--- src/stgt_pkg.sv ---
`default_nettype none
// ==========================================
// Register map and field layout
package stgt_pkg;
  localparam logic [7:0]  OFS_SAFE_CFG    = 8'h1b;  // Safe config offset
  localparam logic [7:0]  OFS_MONITOR     = 8'h1c;  // Timing monitor offset
  localparam logic [15:0] RST_SAFE_CFG    = 16'h2000;
  localparam logic [15:0] RST_MONITOR     = 16'hff01;
  localparam int          DLY_MSB         = 15;
  localparam int          DLY_LSB         = 8;
  localparam int          PLAT_MSB        = 7;
  localparam int          PLAT_LSB        = 4;
  localparam int          ARMED_BIT       = 7;
  localparam int          LMI_BIT         = 1;
  localparam int          PAR_BIT         = 0;
  localparam logic [7:0]  DLY_MIN_USED    = 8'h0a;  // Least delay when enabled
  localparam logic [7:0]  CNT_SAT         = 8'hff;
  localparam int          CNT_MSB         = 15;     // Timing count field top
  localparam int          CNT_LSB         = 8;      // Timing count field bottom
  localparam logic [15:0] RST_RD_WORD     = 16'h0001;  // Read word before first select
endpackage : stgt_pkg
`default_nettype wire

--- src/stgt_regs.sv ---
// What this block does
// - Bits 15:8 of the safe config register hold the two-level delay in oscillator cycles.
// - A zero delay field switches the safe two-level delay off.
// - Bits 7:4 select the safe plateau voltage, coded like the regular plateau field.
// - Bit 1 of each read word reports whether the last message was discarded.
// - Bit 0 of each read word is odd parity over the word.
// - Bits 15:8 of the monitor register hold the turn-off timing count.
// - The count is cleared when a measurement begins.
// - Bit 7 of the monitor register reads 1 while capture is armed.
// - The armed flag clears when the measurement ends.
// - A new request while armed clears the flag and disarms.
`timescale 1ns/1ps
`default_nettype none
module stgt_regs (
  input  wire logic        clk_i,           // Secondary oscillator clock
  input  wire logic        reset_n_i,       // Async reset, active low
  input  wire logic        wr_en_i,         // Register write strobe
  input  wire logic [7:0]  addr_i,          // Register offset
  input  wire logic [15:0] wr_data_i,       // Write data
  input  wire logic        msg_invalid_i,   // Pulse: message discarded
  input  wire logic        msg_valid_i,     // Pulse: message processed
  input  wire logic        meas_start_i,    // Pulse: measurement request
  input  wire logic        meas_end_i,      // Pulse: measurement ends
  output logic      [15:0] rd_data_o,       // Registered read word
  output logic      [7:0]  safe_delay_o,    // Safe delay value
  output logic             safe_tlto_en_o,  // Two-level delay enabled
  output logic      [3:0]  safe_plateau_o,  // Safe plateau voltage code
  output logic             armed_o          // Capture armed
);
  // ==========================================
  // State registers and their next values
  logic [7:0]  dly_r;         // Safe delay value field
  logic [7:0]  dly_nxt;       // Next safe delay value
  logic [3:0]  plat_r;        // Safe plateau voltage code
  logic [3:0]  plat_nxt;      // Next plateau code
  logic        en_r;          // Two-level delay in use
  logic        en_nxt;        // Next enable
  logic [7:0]  cnt_r;         // Turn-off timing count
  logic [7:0]  cnt_nxt;       // Next timing count
  logic        arm_r;         // Capture armed flag
  logic        arm_nxt;       // Next armed flag
  logic        lmi_r;         // Last message invalid
  logic        lmi_nxt;       // Next message status
  logic [15:0] rd_r;          // Registered read word
  logic [15:0] rd_nxt;        // Next read word

  // Decoded events, all on this clock
  logic        cfg_wr;        // Write hits safe config
  logic        start_arm;     // Request while idle
  logic        start_disarm;  // Request while armed
  logic        cnt_run;       // Count may advance
  logic [15:0] word;          // Read word being built

  // ==========================================
  // Safe turn-off configuration
  // Only the safe config word takes writes; others are dropped
  assign cfg_wr = wr_en_i && (addr_i == stgt_pkg::OFS_SAFE_CFG);

  // Next delay, plateau and delay enable
  always_comb begin
    dly_nxt  = dly_r;
    plat_nxt = plat_r;
    if (cfg_wr) begin
      dly_nxt  = wr_data_i[stgt_pkg::DLY_MSB:stgt_pkg::DLY_LSB];
      plat_nxt = wr_data_i[stgt_pkg::PLAT_MSB:stgt_pkg::PLAT_LSB];
    end
    // Enable follows the value being stored, so both change together
    en_nxt = (dly_nxt != 8'h00);
  end

  // Config registers, loaded with the reset word
  always_ff @(posedge clk_i or negedge reset_n_i) begin
    if (!reset_n_i) begin
      dly_r  <= stgt_pkg::RST_SAFE_CFG[stgt_pkg::DLY_MSB:stgt_pkg::DLY_LSB];
      plat_r <= stgt_pkg::RST_SAFE_CFG[stgt_pkg::PLAT_MSB:stgt_pkg::PLAT_LSB];
      en_r   <= (stgt_pkg::RST_SAFE_CFG[stgt_pkg::DLY_MSB:stgt_pkg::DLY_LSB] != 8'h00);
    end else begin
      dly_r  <= dly_nxt;
      plat_r <= plat_nxt;
      en_r   <= en_nxt;
    end
  end

  // ==========================================
  // Message status
  // Discard beats accept when both arrive together
  always_comb begin
    lmi_nxt = lmi_r;
    if (msg_valid_i) begin
      lmi_nxt = 1'b0;
    end
    if (msg_invalid_i) begin
      lmi_nxt = 1'b1;
    end
  end

  // Message status register
  always_ff @(posedge clk_i or negedge reset_n_i) begin
    if (!reset_n_i) begin
      lmi_r <= 1'b0;
    end else begin
      lmi_r <= lmi_nxt;
    end
  end

  // ==========================================
  // Turn-off timing capture
  // A request arms when idle and disarms when already armed
  assign start_arm    = meas_start_i && !arm_r;
  assign start_disarm = meas_start_i && arm_r;
  // Count stops at all ones so a long turn-off never looks short
  assign cnt_run      = arm_r && (cnt_r != stgt_pkg::CNT_SAT);

  // Next count and armed flag; a request beats an end in one cycle
  always_comb begin
    cnt_nxt = cnt_r;
    arm_nxt = arm_r;
    if (cnt_run) begin
      cnt_nxt = cnt_r + 8'h01;
    end
    if (meas_end_i) begin
      arm_nxt = 1'b0;
    end
    if (start_disarm) begin
      arm_nxt = 1'b0;
    end
    if (start_arm) begin
      arm_nxt = 1'b1;
      cnt_nxt = 8'h00;
    end
  end

  // Capture registers; count comes up saturated
  always_ff @(posedge clk_i or negedge reset_n_i) begin
    if (!reset_n_i) begin
      cnt_r <= stgt_pkg::RST_MONITOR[stgt_pkg::CNT_MSB:stgt_pkg::CNT_LSB];
      arm_r <= stgt_pkg::RST_MONITOR[stgt_pkg::ARMED_BIT];
    end else begin
      cnt_r <= cnt_nxt;
      arm_r <= arm_nxt;
    end
  end

  // ==========================================
  // Read word
  // Word for the selected offset; reserved bits stay zero
  always_comb begin
    word = 16'h0000;
    case (addr_i)
      stgt_pkg::OFS_SAFE_CFG: begin
        word[stgt_pkg::DLY_MSB:stgt_pkg::DLY_LSB]   = dly_r;
        word[stgt_pkg::PLAT_MSB:stgt_pkg::PLAT_LSB] = plat_r;
      end
      stgt_pkg::OFS_MONITOR: begin
        word[stgt_pkg::CNT_MSB:stgt_pkg::CNT_LSB] = cnt_r;
        word[stgt_pkg::ARMED_BIT]                 = arm_r;
      end
      default: begin
        word = 16'h0000;
      end
    endcase
    // Status and parity ride on every word, mapped or not
    word[stgt_pkg::LMI_BIT] = lmi_r;
    word[stgt_pkg::PAR_BIT] = ~(^word[15:1]);
    rd_nxt = word;
  end

  // Read word register; odd parity holds from reset on
  always_ff @(posedge clk_i or negedge reset_n_i) begin
    if (!reset_n_i) begin
      rd_r <= stgt_pkg::RST_RD_WORD;
    end else begin
      rd_r <= rd_nxt;
    end
  end

  // ==========================================
  // Outputs, each straight from a register
  assign rd_data_o      = rd_r;
  assign safe_delay_o   = dly_r;
  assign safe_plateau_o = plat_r;
  assign safe_tlto_en_o = en_r;
  assign armed_o        = arm_r;

  // ==========================================
  // Checks
  property p_parity;
    @(posedge clk_i) disable iff (!reset_n_i) ^rd_r == 1'b1;
  endproperty
  a_parity: assert property (p_parity) else $error("even parity");
  property p_clear;
    @(posedge clk_i) disable iff (!reset_n_i) (meas_start_i && !arm_r) |=> (cnt_r == 8'h00 && arm_r);
  endproperty
  a_clear: assert property (p_clear) else $error("no clear");
  property p_disarm;
    @(posedge clk_i) disable iff (!reset_n_i) (meas_start_i && arm_r) |=> !arm_r;
  endproperty
  a_disarm: assert property (p_disarm) else $error("no disarm");
  property p_end;
    @(posedge clk_i) disable iff (!reset_n_i) (meas_end_i && !meas_start_i) |=> !arm_r;
  endproperty
  a_end: assert property (p_end) else $error("armed after end");
  property p_count;
    @(posedge clk_i) disable iff (!reset_n_i)
      (arm_r && !meas_start_i && cnt_r != 8'hff) |=> cnt_r == $past(cnt_r) + 8'h01;
  endproperty
  a_count: assert property (p_count) else $error("no count");
  property p_sat;
    @(posedge clk_i) disable iff (!reset_n_i) (cnt_r == 8'hff && !meas_start_i) |=> cnt_r == 8'hff;
  endproperty
  a_sat: assert property (p_sat) else $error("wrapped");
  property p_lmi;
    @(posedge clk_i) disable iff (!reset_n_i) msg_invalid_i |=> ##1 rd_r[1];
  endproperty
  a_lmi: assert property (p_lmi) else $error("lmi lost");
  property p_rsv;
    @(posedge clk_i) disable iff (!reset_n_i) rd_r[3:2] == 2'b00;
  endproperty
  a_rsv: assert property (p_rsv) else $error("reserved set");
  property p_en;
    @(posedge clk_i) disable iff (!reset_n_i)
      (wr_en_i && addr_i == 8'h1b && wr_data_i[15:8] == 8'h00) |=> !safe_tlto_en_o;
  endproperty
  a_en: assert property (p_en) else $error("zero delay enabled");

  // ==========================================
  // Further checks
  // Written delay lands one cycle later
  property p_dly_load;
    @(posedge clk_i) disable iff (!reset_n_i)
      cfg_wr |=> dly_r == $past(wr_data_i[15:8]);
  endproperty
  a_dly_load: assert property (p_dly_load) else $error("delay not loaded");
  // Written plateau code lands one cycle later
  property p_plat_load;
    @(posedge clk_i) disable iff (!reset_n_i)
      cfg_wr |=> plat_r == $past(wr_data_i[7:4]);
  endproperty
  a_plat_load: assert property (p_plat_load) else $error("plateau not loaded");
  // Config holds without a write to it
  property p_cfg_hold;
    @(posedge clk_i) disable iff (!reset_n_i)
      !cfg_wr |=> $stable(dly_r) && $stable(plat_r);
  endproperty
  a_cfg_hold: assert property (p_cfg_hold) else $error("config changed");
  // Nonzero delay keeps the two-level step on
  property p_en_on;
    @(posedge clk_i) disable iff (!reset_n_i)
      (cfg_wr && wr_data_i[15:8] != 8'h00) |=> safe_tlto_en_o;
  endproperty
  a_en_on: assert property (p_en_on) else $error("nonzero delay disabled");
  // Monitor reserved bits read as zero
  property p_mon_rsv;
    @(posedge clk_i) disable iff (!reset_n_i)
      ($past(addr_i) == stgt_pkg::OFS_MONITOR) |-> rd_r[6:2] == 5'h00;
  endproperty
  a_mon_rsv: assert property (p_mon_rsv) else $error("monitor reserved set");
  // Unmapped offsets read only status and parity
  property p_unmapped;
    @(posedge clk_i) disable iff (!reset_n_i)
      ($past(addr_i) != stgt_pkg::OFS_MONITOR && $past(addr_i) != stgt_pkg::OFS_SAFE_CFG)
      |-> rd_r[15:2] == 14'h0000;
  endproperty
  a_unmapped: assert property (p_unmapped) else $error("unmapped not zero");
  // Accepted message clears the status flag
  property p_lmi_clear;
    @(posedge clk_i) disable iff (!reset_n_i)
      (msg_valid_i && !msg_invalid_i) |=> !lmi_r;
  endproperty
  a_lmi_clear: assert property (p_lmi_clear) else $error("status not cleared");
  // Count field shows the count of the cycle before
  property p_cnt_field;
    @(posedge clk_i) disable iff (!reset_n_i)
      ($past(addr_i) == stgt_pkg::OFS_MONITOR) |-> rd_r[15:8] == $past(cnt_r);
  endproperty
  a_cnt_field: assert property (p_cnt_field) else $error("count field wrong");
  // Armed bit shows the flag of the cycle before
  property p_arm_field;
    @(posedge clk_i) disable iff (!reset_n_i)
      ($past(addr_i) == stgt_pkg::OFS_MONITOR) |-> rd_r[7] == $past(arm_r);
  endproperty
  a_arm_field: assert property (p_arm_field) else $error("armed bit wrong");
  // Flag holds with no request and no end
  property p_arm_hold;
    @(posedge clk_i) disable iff (!reset_n_i)
      (!meas_start_i && !meas_end_i) |=> arm_r == $past(arm_r);
  endproperty
  a_arm_hold: assert property (p_arm_hold) else $error("armed flag moved");
  // Count holds while idle
  property p_idle_count;
    @(posedge clk_i) disable iff (!reset_n_i)
      (!arm_r && !meas_start_i) |=> $stable(cnt_r);
  endproperty
  a_idle_count: assert property (p_idle_count) else $error("idle count moved");
endmodule : stgt_regs
`default_nettype wire

--- config.mk ---
export PLATFORM = sky130hd
export DESIGN_NAME = stgt_regs
export DESIGN_NICKNAME = d
export VERILOG_FILES = /design/src/stgt_pkg.sv /design/src/stgt_regs.sv
export SDC_FILE = /design/constraint.sdc
export NUM_CORES = 1
export LEC_CHECK = 0
export BUFFER_PORTS_ARGS = -buffer_cell sky130_fd_sc_hd__buf_2
export CELL_PAD_IN_SITES_DETAIL_PLACEMENT = 1
export CELL_PAD_IN_SITES_GLOBAL_PLACEMENT = 2
export CORE_MARGIN = 3
export CORE_UTILIZATION = 31
export CTS_CLUSTER_DIAMETER = 50
export DETAILED_ROUTE_END_ITERATION = 16
export GPL_ROUTABILITY_DRIVEN = 0
export PLACE_DENSITY = 0.85
export SLEW_MARGIN = 25
export SYNTH_ARGS = -nofsm -noshare
export SYNTH_HDL_FRONTEND = slang
export SYNTH_SLANG_ARGS = --single-unit
export TNS_END_PERCENT = 100
--- constraint.sdc ---
create_clock -name clk_i -period 2.2 [get_ports clk_i]
set_clock_uncertainty 0.15 [all_clocks]
set_input_delay 0.22 -clock clk_i [delete_from_list [all_inputs] [get_ports clk_i]]
set_output_delay 0.22 -clock clk_i [all_outputs]
set_load 0.05 [all_outputs]
==> flow_summary.yaml, run 1 <==
pwr:
  p_int_mw: 1.10
  power_density_nw_per_um2: 661
  p_switching_mw: 0.446
  power_frac_seq: 0.521
  p_sw_frac: 0.288
  power_frac_clock: 0.307
  vdd_ir_drop_max_mv: 0.278
  p_comb_frac: 0.172
  cellLeakagePower_nw: 1.18
drt:
  drc_errors: 0
  drt-initial-drc-count: 45
  vias_per_cell: 4.93
  routed_wl_um: 4410
  drt-pass1-iter-count: 4
  vias: 1480
  routedWlPerCell_um: 14.7
  ant_nets: 0
yosys:
  mappedNetlistArea_um2: 1820
  synthArstFlopShare: 1.00
  synth_common_cells: "26 x dfrtp_1, 18 x nand2_1, 11 x dfstp_2, 11 x mux2_2, 9 x o21ai_0"
  synthCells: 160
  synth.largest_area_cell: "dfrtp_1"
  synth_compound_area_frac: 0.128
  yosys.cell_count.top_type: "dfrtp_1"
  ys_warn_count: 0
  ys_types: 42
  ys.flop_type: "dfrtp_1"
  synth_top_area_frac: 0.357
  synthAdderAreaFrac: 0.00686
  synth-edff-count: 0
  synth-xor-area-share: 0.0658
  synth_top_family_by_area: "simple AND/OR/NAND/NOR gates"
  avgSynthCellArea_um2: 11.4
  synth_seq_cells: 37
  yosysSeqAreaShare: 0.515
  synthSimpleGateAreaFrac: 0.171
  synth.top_cells.by_area: "dfrtp_1 36%, dfstp_2 16%, mux2_2 6.8%"
  muxShareOfSynthArea: 0.0761
floorplan:
  ios: 61
  fp-row-count: 27
  die_h_um: 82.7
  core_um2: 5610
  die_w_um: 82.7
  die-area_um2: 6840
  start_util: 0.325
cts:
  root_buffer: "clkbuf_8"
  clock_latency_ps: 280
  post_cts_resized: 0
  clk_path_buf_depth: 2
  cts_tree: "built"
  htree_levels: 2
  clk_pin_slew_ps: 70
  cts_buffers: 5
  clock-sinks: 37
grt:
  grt_pass1_vias: 1481
  grt_max_degree: 38
  grt_antenna_before_repair: 0
  overflow: 0
  grtUsageTotal: 0.137
  grt_first_pass_wirelength_um: 7050
setup_path:
  end_kind: "flop"
  crit_type: "in -> reg"
  cp.arrival_ps: 2190
  startpoint_type: "input port"
  worstPathMaxFanout: 3
  cp.required_ps: 2250
run_status:
  status: "finished, final reports clean"
timing:
  slew_viol_final: 0
  worstMarginPinSlew_ps: 803
  fin_setup_tns_ps: 0
  period_needed_ps: 2130
  timing.fmax_mhz: 469
  period_share: 0.969
  final-hold-violation-count: 0
  finalSetupViolCount: 0
  slew_headroom: 0.465
  rsz0062_at_grt: "false"
finish:
  layout.core_utilization: 0.418
  diodes: 0
  area.growth.synth_to_final_pct: 28.5
  nets: 259
  drive_gt1_frac: 0.456
placement:
  dpl.hpwl_um: 3440
  io_buffers: 54
worst_hold_path:
  hp-class: "in -> reg"
job:
  maxCapViolCount: 0
repair_timing:
action / 4_1_cts / 5_1_grt
endpoints found under the setup margin: 0 / 1
buffers inserted: 0 / 0
hold endpoints to repair: 27 / 0
hold buffers: 2 / 0
final timing paths:
kind | from | to | slack [ps] | cells after the start
setup reg to reg | safe_plateau_o[2] | rd_data_o[0] | 220 | 6
min in group asynchronous | reset_n_i | rd_data_o[7] | 410 | 2
hold reg to reg | lmi_r | rd_data_o[1] | 290 | 0
max in group asynchronous | reset_n_i | safe_plateau_o[2] | 930 | 2
setup / recovery | addr_i[7] | rd_data_o[0] | 70 | 7
hold / removal | wr_data_i[7] | safe_plateau_o[3] | 10 | 2
registers in the layout (all words and copies together) (netlist names):
register        cells
armed_o             1
cnt_r               8
lmi_r               1
rd_data_o          14
safe_delay_o        8
safe_plateau_o      4
safe_tlto_en_o      1
critical path, stage by stage:
cell	delay [ps]
buf_2	110
or4b_4	540
nor4_4	330
a22o_4	180
xnor3_1	390
xnor2_1	170
xnor3_1	240
cells in the final DEF, fill, tap and decap left out, types with 6 or more instances in the layout:
| cell type | synthesis | final |
|---|---|---|
| buf_2 | 0 | 54 |
| dfrtp_1 | 26 | 23 |
| nand2_1 | 18 | 18 |
| buf_4 | 4 | 12 |
| mux2_2 | 11 | 11 |
| dfstp_2 | 11 | 11 |
| o21ai_0 | 9 | 9 |
| a21oi_1 | 8 | 8 |
| clkbuf_8 | 0 | 6 |
kinds of logic (layout without fill, tap and decap cells):
family / count (synthesis) / count (layout)
AOI/OAI and AO/OA: 35 / 35
xor gates and xnor gates: 7 / 7
adders and majority gates: 1 / 1
buffers and inverters: 13 / 80
DFF: 37 / 37
muxes: 12 / 12
other: 1 / 2
and+or+nand+nor: 54 / 54
routing by layer:
metal | track usage | wire length [um]
met2 | 0.244 | 2200
met3 | 0.0239 | 230
met4 | 0.0539 | 72
met1 | 0.162 | 1910
met5 | 0 | 0
cell type report:
type,instances,area [um2]
fillers,674,3260
clock buffers,8,90.1
multi-input cells,111,825
repair buffers,68,380
flip-flops and latches,37,943
well taps,72,90.1
inverters,4,15.0
per-stage QoR:
step                      setup WS (ps)  power [mW]  instance area (um2)  hold slack (ps)  instances
final                              67.9        1.55                 2340             11.3        300
after global routing               13.6        1.64                 2340             10.9        300
after CTS                          41.8        1.57                 2340             8.17        300
after detailed placement           -195        1.09                 2230              204        290
after global placement             -156        1.08                 2230              201        290
after floorplan                    5.71       0.983                 1830             -226        161
power groups by stage:
stage,Combinational [mW],Clock [mW],Sequential [mW]
after floorplan,0.110,0,0.873
final,0.266,0.476,0.807
after global placement,0.266,0,0.819
after detailed placement,0.270,0,0.819
after CTS,0.273,0.492,0.808
after global routing,0.297,0.530,0.816
(Power assumes the default switching activity.)
==> run 2, diff against run 1 <==
- PLACE_DENSITY: 0.85 -> 0.82
==> flow_summary.yaml, run 2 (synthesized netlist as in run 1, its figures left out) <==
run_status:
  status: "finished, final reports clean"
placement:
  dp_slack_ps: -195
  dpl.cell_count: 293
  dpl.hpwl_um: 3630
  place_area_um2: 2270
  io_buffers: 54
cts:
  htree_levels: 2
  cts_buffers: 5
  cts_tree: "built"
  post_cts_resized: 0
  root_buffer: "clkbuf_8"
  clk_path_buf_depth: 2
  post-cts-setup-buffer-count: 0
  clk_pin_slew_ps: 80
  clock_latency_ps: 280
  clock-sinks: 37
worst_hold_path:
  holdPathStages: 4
  hp-class: "in -> reg"
timing:
  worstMarginPinSlew_ps: 821
  rsz0062_at_grt: "false"
  period_needed_ps: 2120
  fin_setup_tns_ps: 0
  timing.fmax_mhz: 471
  period_share: 0.966
  slew_headroom: 0.452
  slew_viol_final: 0
  final-hold-violation-count: 0
  finalSetupViolCount: 0
  setup_ws_ps: 75.2
setup_path:
  reg2reg_slack_ps: 150
  cp.required_ps: 2260
  r2r_cells: 6
  startpoint_type: "input port"
  crit_type: "in -> reg"
  cp.arrival_ps: 2180
  end_kind: "flop"
  worstPathMaxFanout: 3
finish:
  drive_gt1_frac: 0.468
  multi_input_area_um2: 825
  fill_cells: 655
  layout_commonest_cell: "buf_2"
  diodes: 0
  final_cells: 303
  final-seq-area_um2: 943
  largest_reg_flops: 14
  stdcell_area_um2: 2370
  final_cell_mix: "54 x buf_2, 23 x dfrtp_1, 18 x nand2_1, 14 x buf_4"
  area.growth.synth_to_final_pct: 30.0
  nets: 262
pwr:
  power_density_nw_per_um2: 647
  power_mw: 1.54
  vdd_ir_drop_max_mv: 0.280
  cellLeakagePower_nw: 1.20
floorplan:
  start_util: 0.325
  fp-row-count: 27
  die-area_um2: 6840
  die_h_um: 82.7
  die_w_um: 82.7
  ios: 61
  core_um2: 5610
drt:
  routedWlPerCell_um: 15.7
  drc_errors: 0
  drt-pass1-iter-count: 4
  ant_nets: 0
  vias_per_cell: 4.86
  vias: 1472
  routed_wl_um: 4750
  drt-initial-drc-count: 40
job:
  maxCapViolCount: 0
grt:
  grt_antenna_before_repair: 0
  overflow: 0
  grt_max_degree: 38
  grtUsageTotal: 0.147
  grt_first_pass_wirelength_um: 7460
  grt_pass1_vias: 1450
==> run 2: changes by cell type in the layout (fill, tap and decap cells not counted) <==
| cell | change |
|---|---|
| clkinv_2 | +2 |
| clkbuf_1 | -1 |
| buf_4 | +2 |
| buf_12 | +1 |
| clkbuf_8 | -1 |
==> run 2: final timing paths <==
kind	start	to
max	addr_i[7]	rd_data_o[0]
min	meas_end_i	armed_o
max reg2reg	safe_plateau_o[2]	rd_data_o[0]
min reg2reg	lmi_r	rd_data_o[1]
max in group asynchronous	reset_n_i	safe_plateau_o[0]
min in group asynchronous	reset_n_i	rd_data_o[7]
==> run 2: report_power, final <==
group	internal, mW	switching (mW)	leakage [nW]
clock	0.220	0.237	0.0450
sequential	0.750	0.0553	0.462
combinational	0.0994	0.174	0.695
==> run 2: area by class of cell <==
| cell class | count | share of cell area |
|---|---|---|
| clock buffer | 6 | 0.0306 |
| tap | 72 | 0.0380 |
| sequential | 37 | 0.398 |
| timing repair buffer | 71 | 0.175 |
| inverter | 4 | 0.00633 |
| clock inverter | 2 | 0.00422 |
| multi-input combinational | 111 | 0.348 |
==> run 2: per-layer routing <==
metal  up-vias  track usage  wire (um)
met2        39        0.243       2360
met5         -            0          0
met4         0       0.0490         43
li1        709            -          -
met1       722        0.193       2110
met3         2       0.0293        237
==> run 2: stage by stage <==
stage | utilization | hold slack, ps
floorplan | - | -226
global placement | 0.405 | 211
detailed placement | 0.405 | 214
CTS | 0.423 | 9.71
global route | 0.423 | 6.30
finish | 0.423 | 17.4
==> run 2: critical path, cell delays in order <==
cell and delay (ps):
buf_2 110, or4b_4 540, nor4_4 320, a22o_4 170
xnor3_1 390, xnor2_1 190, xnor3_1 240
==> run 2: repair_timing <==
action	4_1_cts	5_1_grt
hold buffers	2	0
pin swaps	3	1
endpoints found under the setup margin	1	1
hold endpoints to repair	27	0
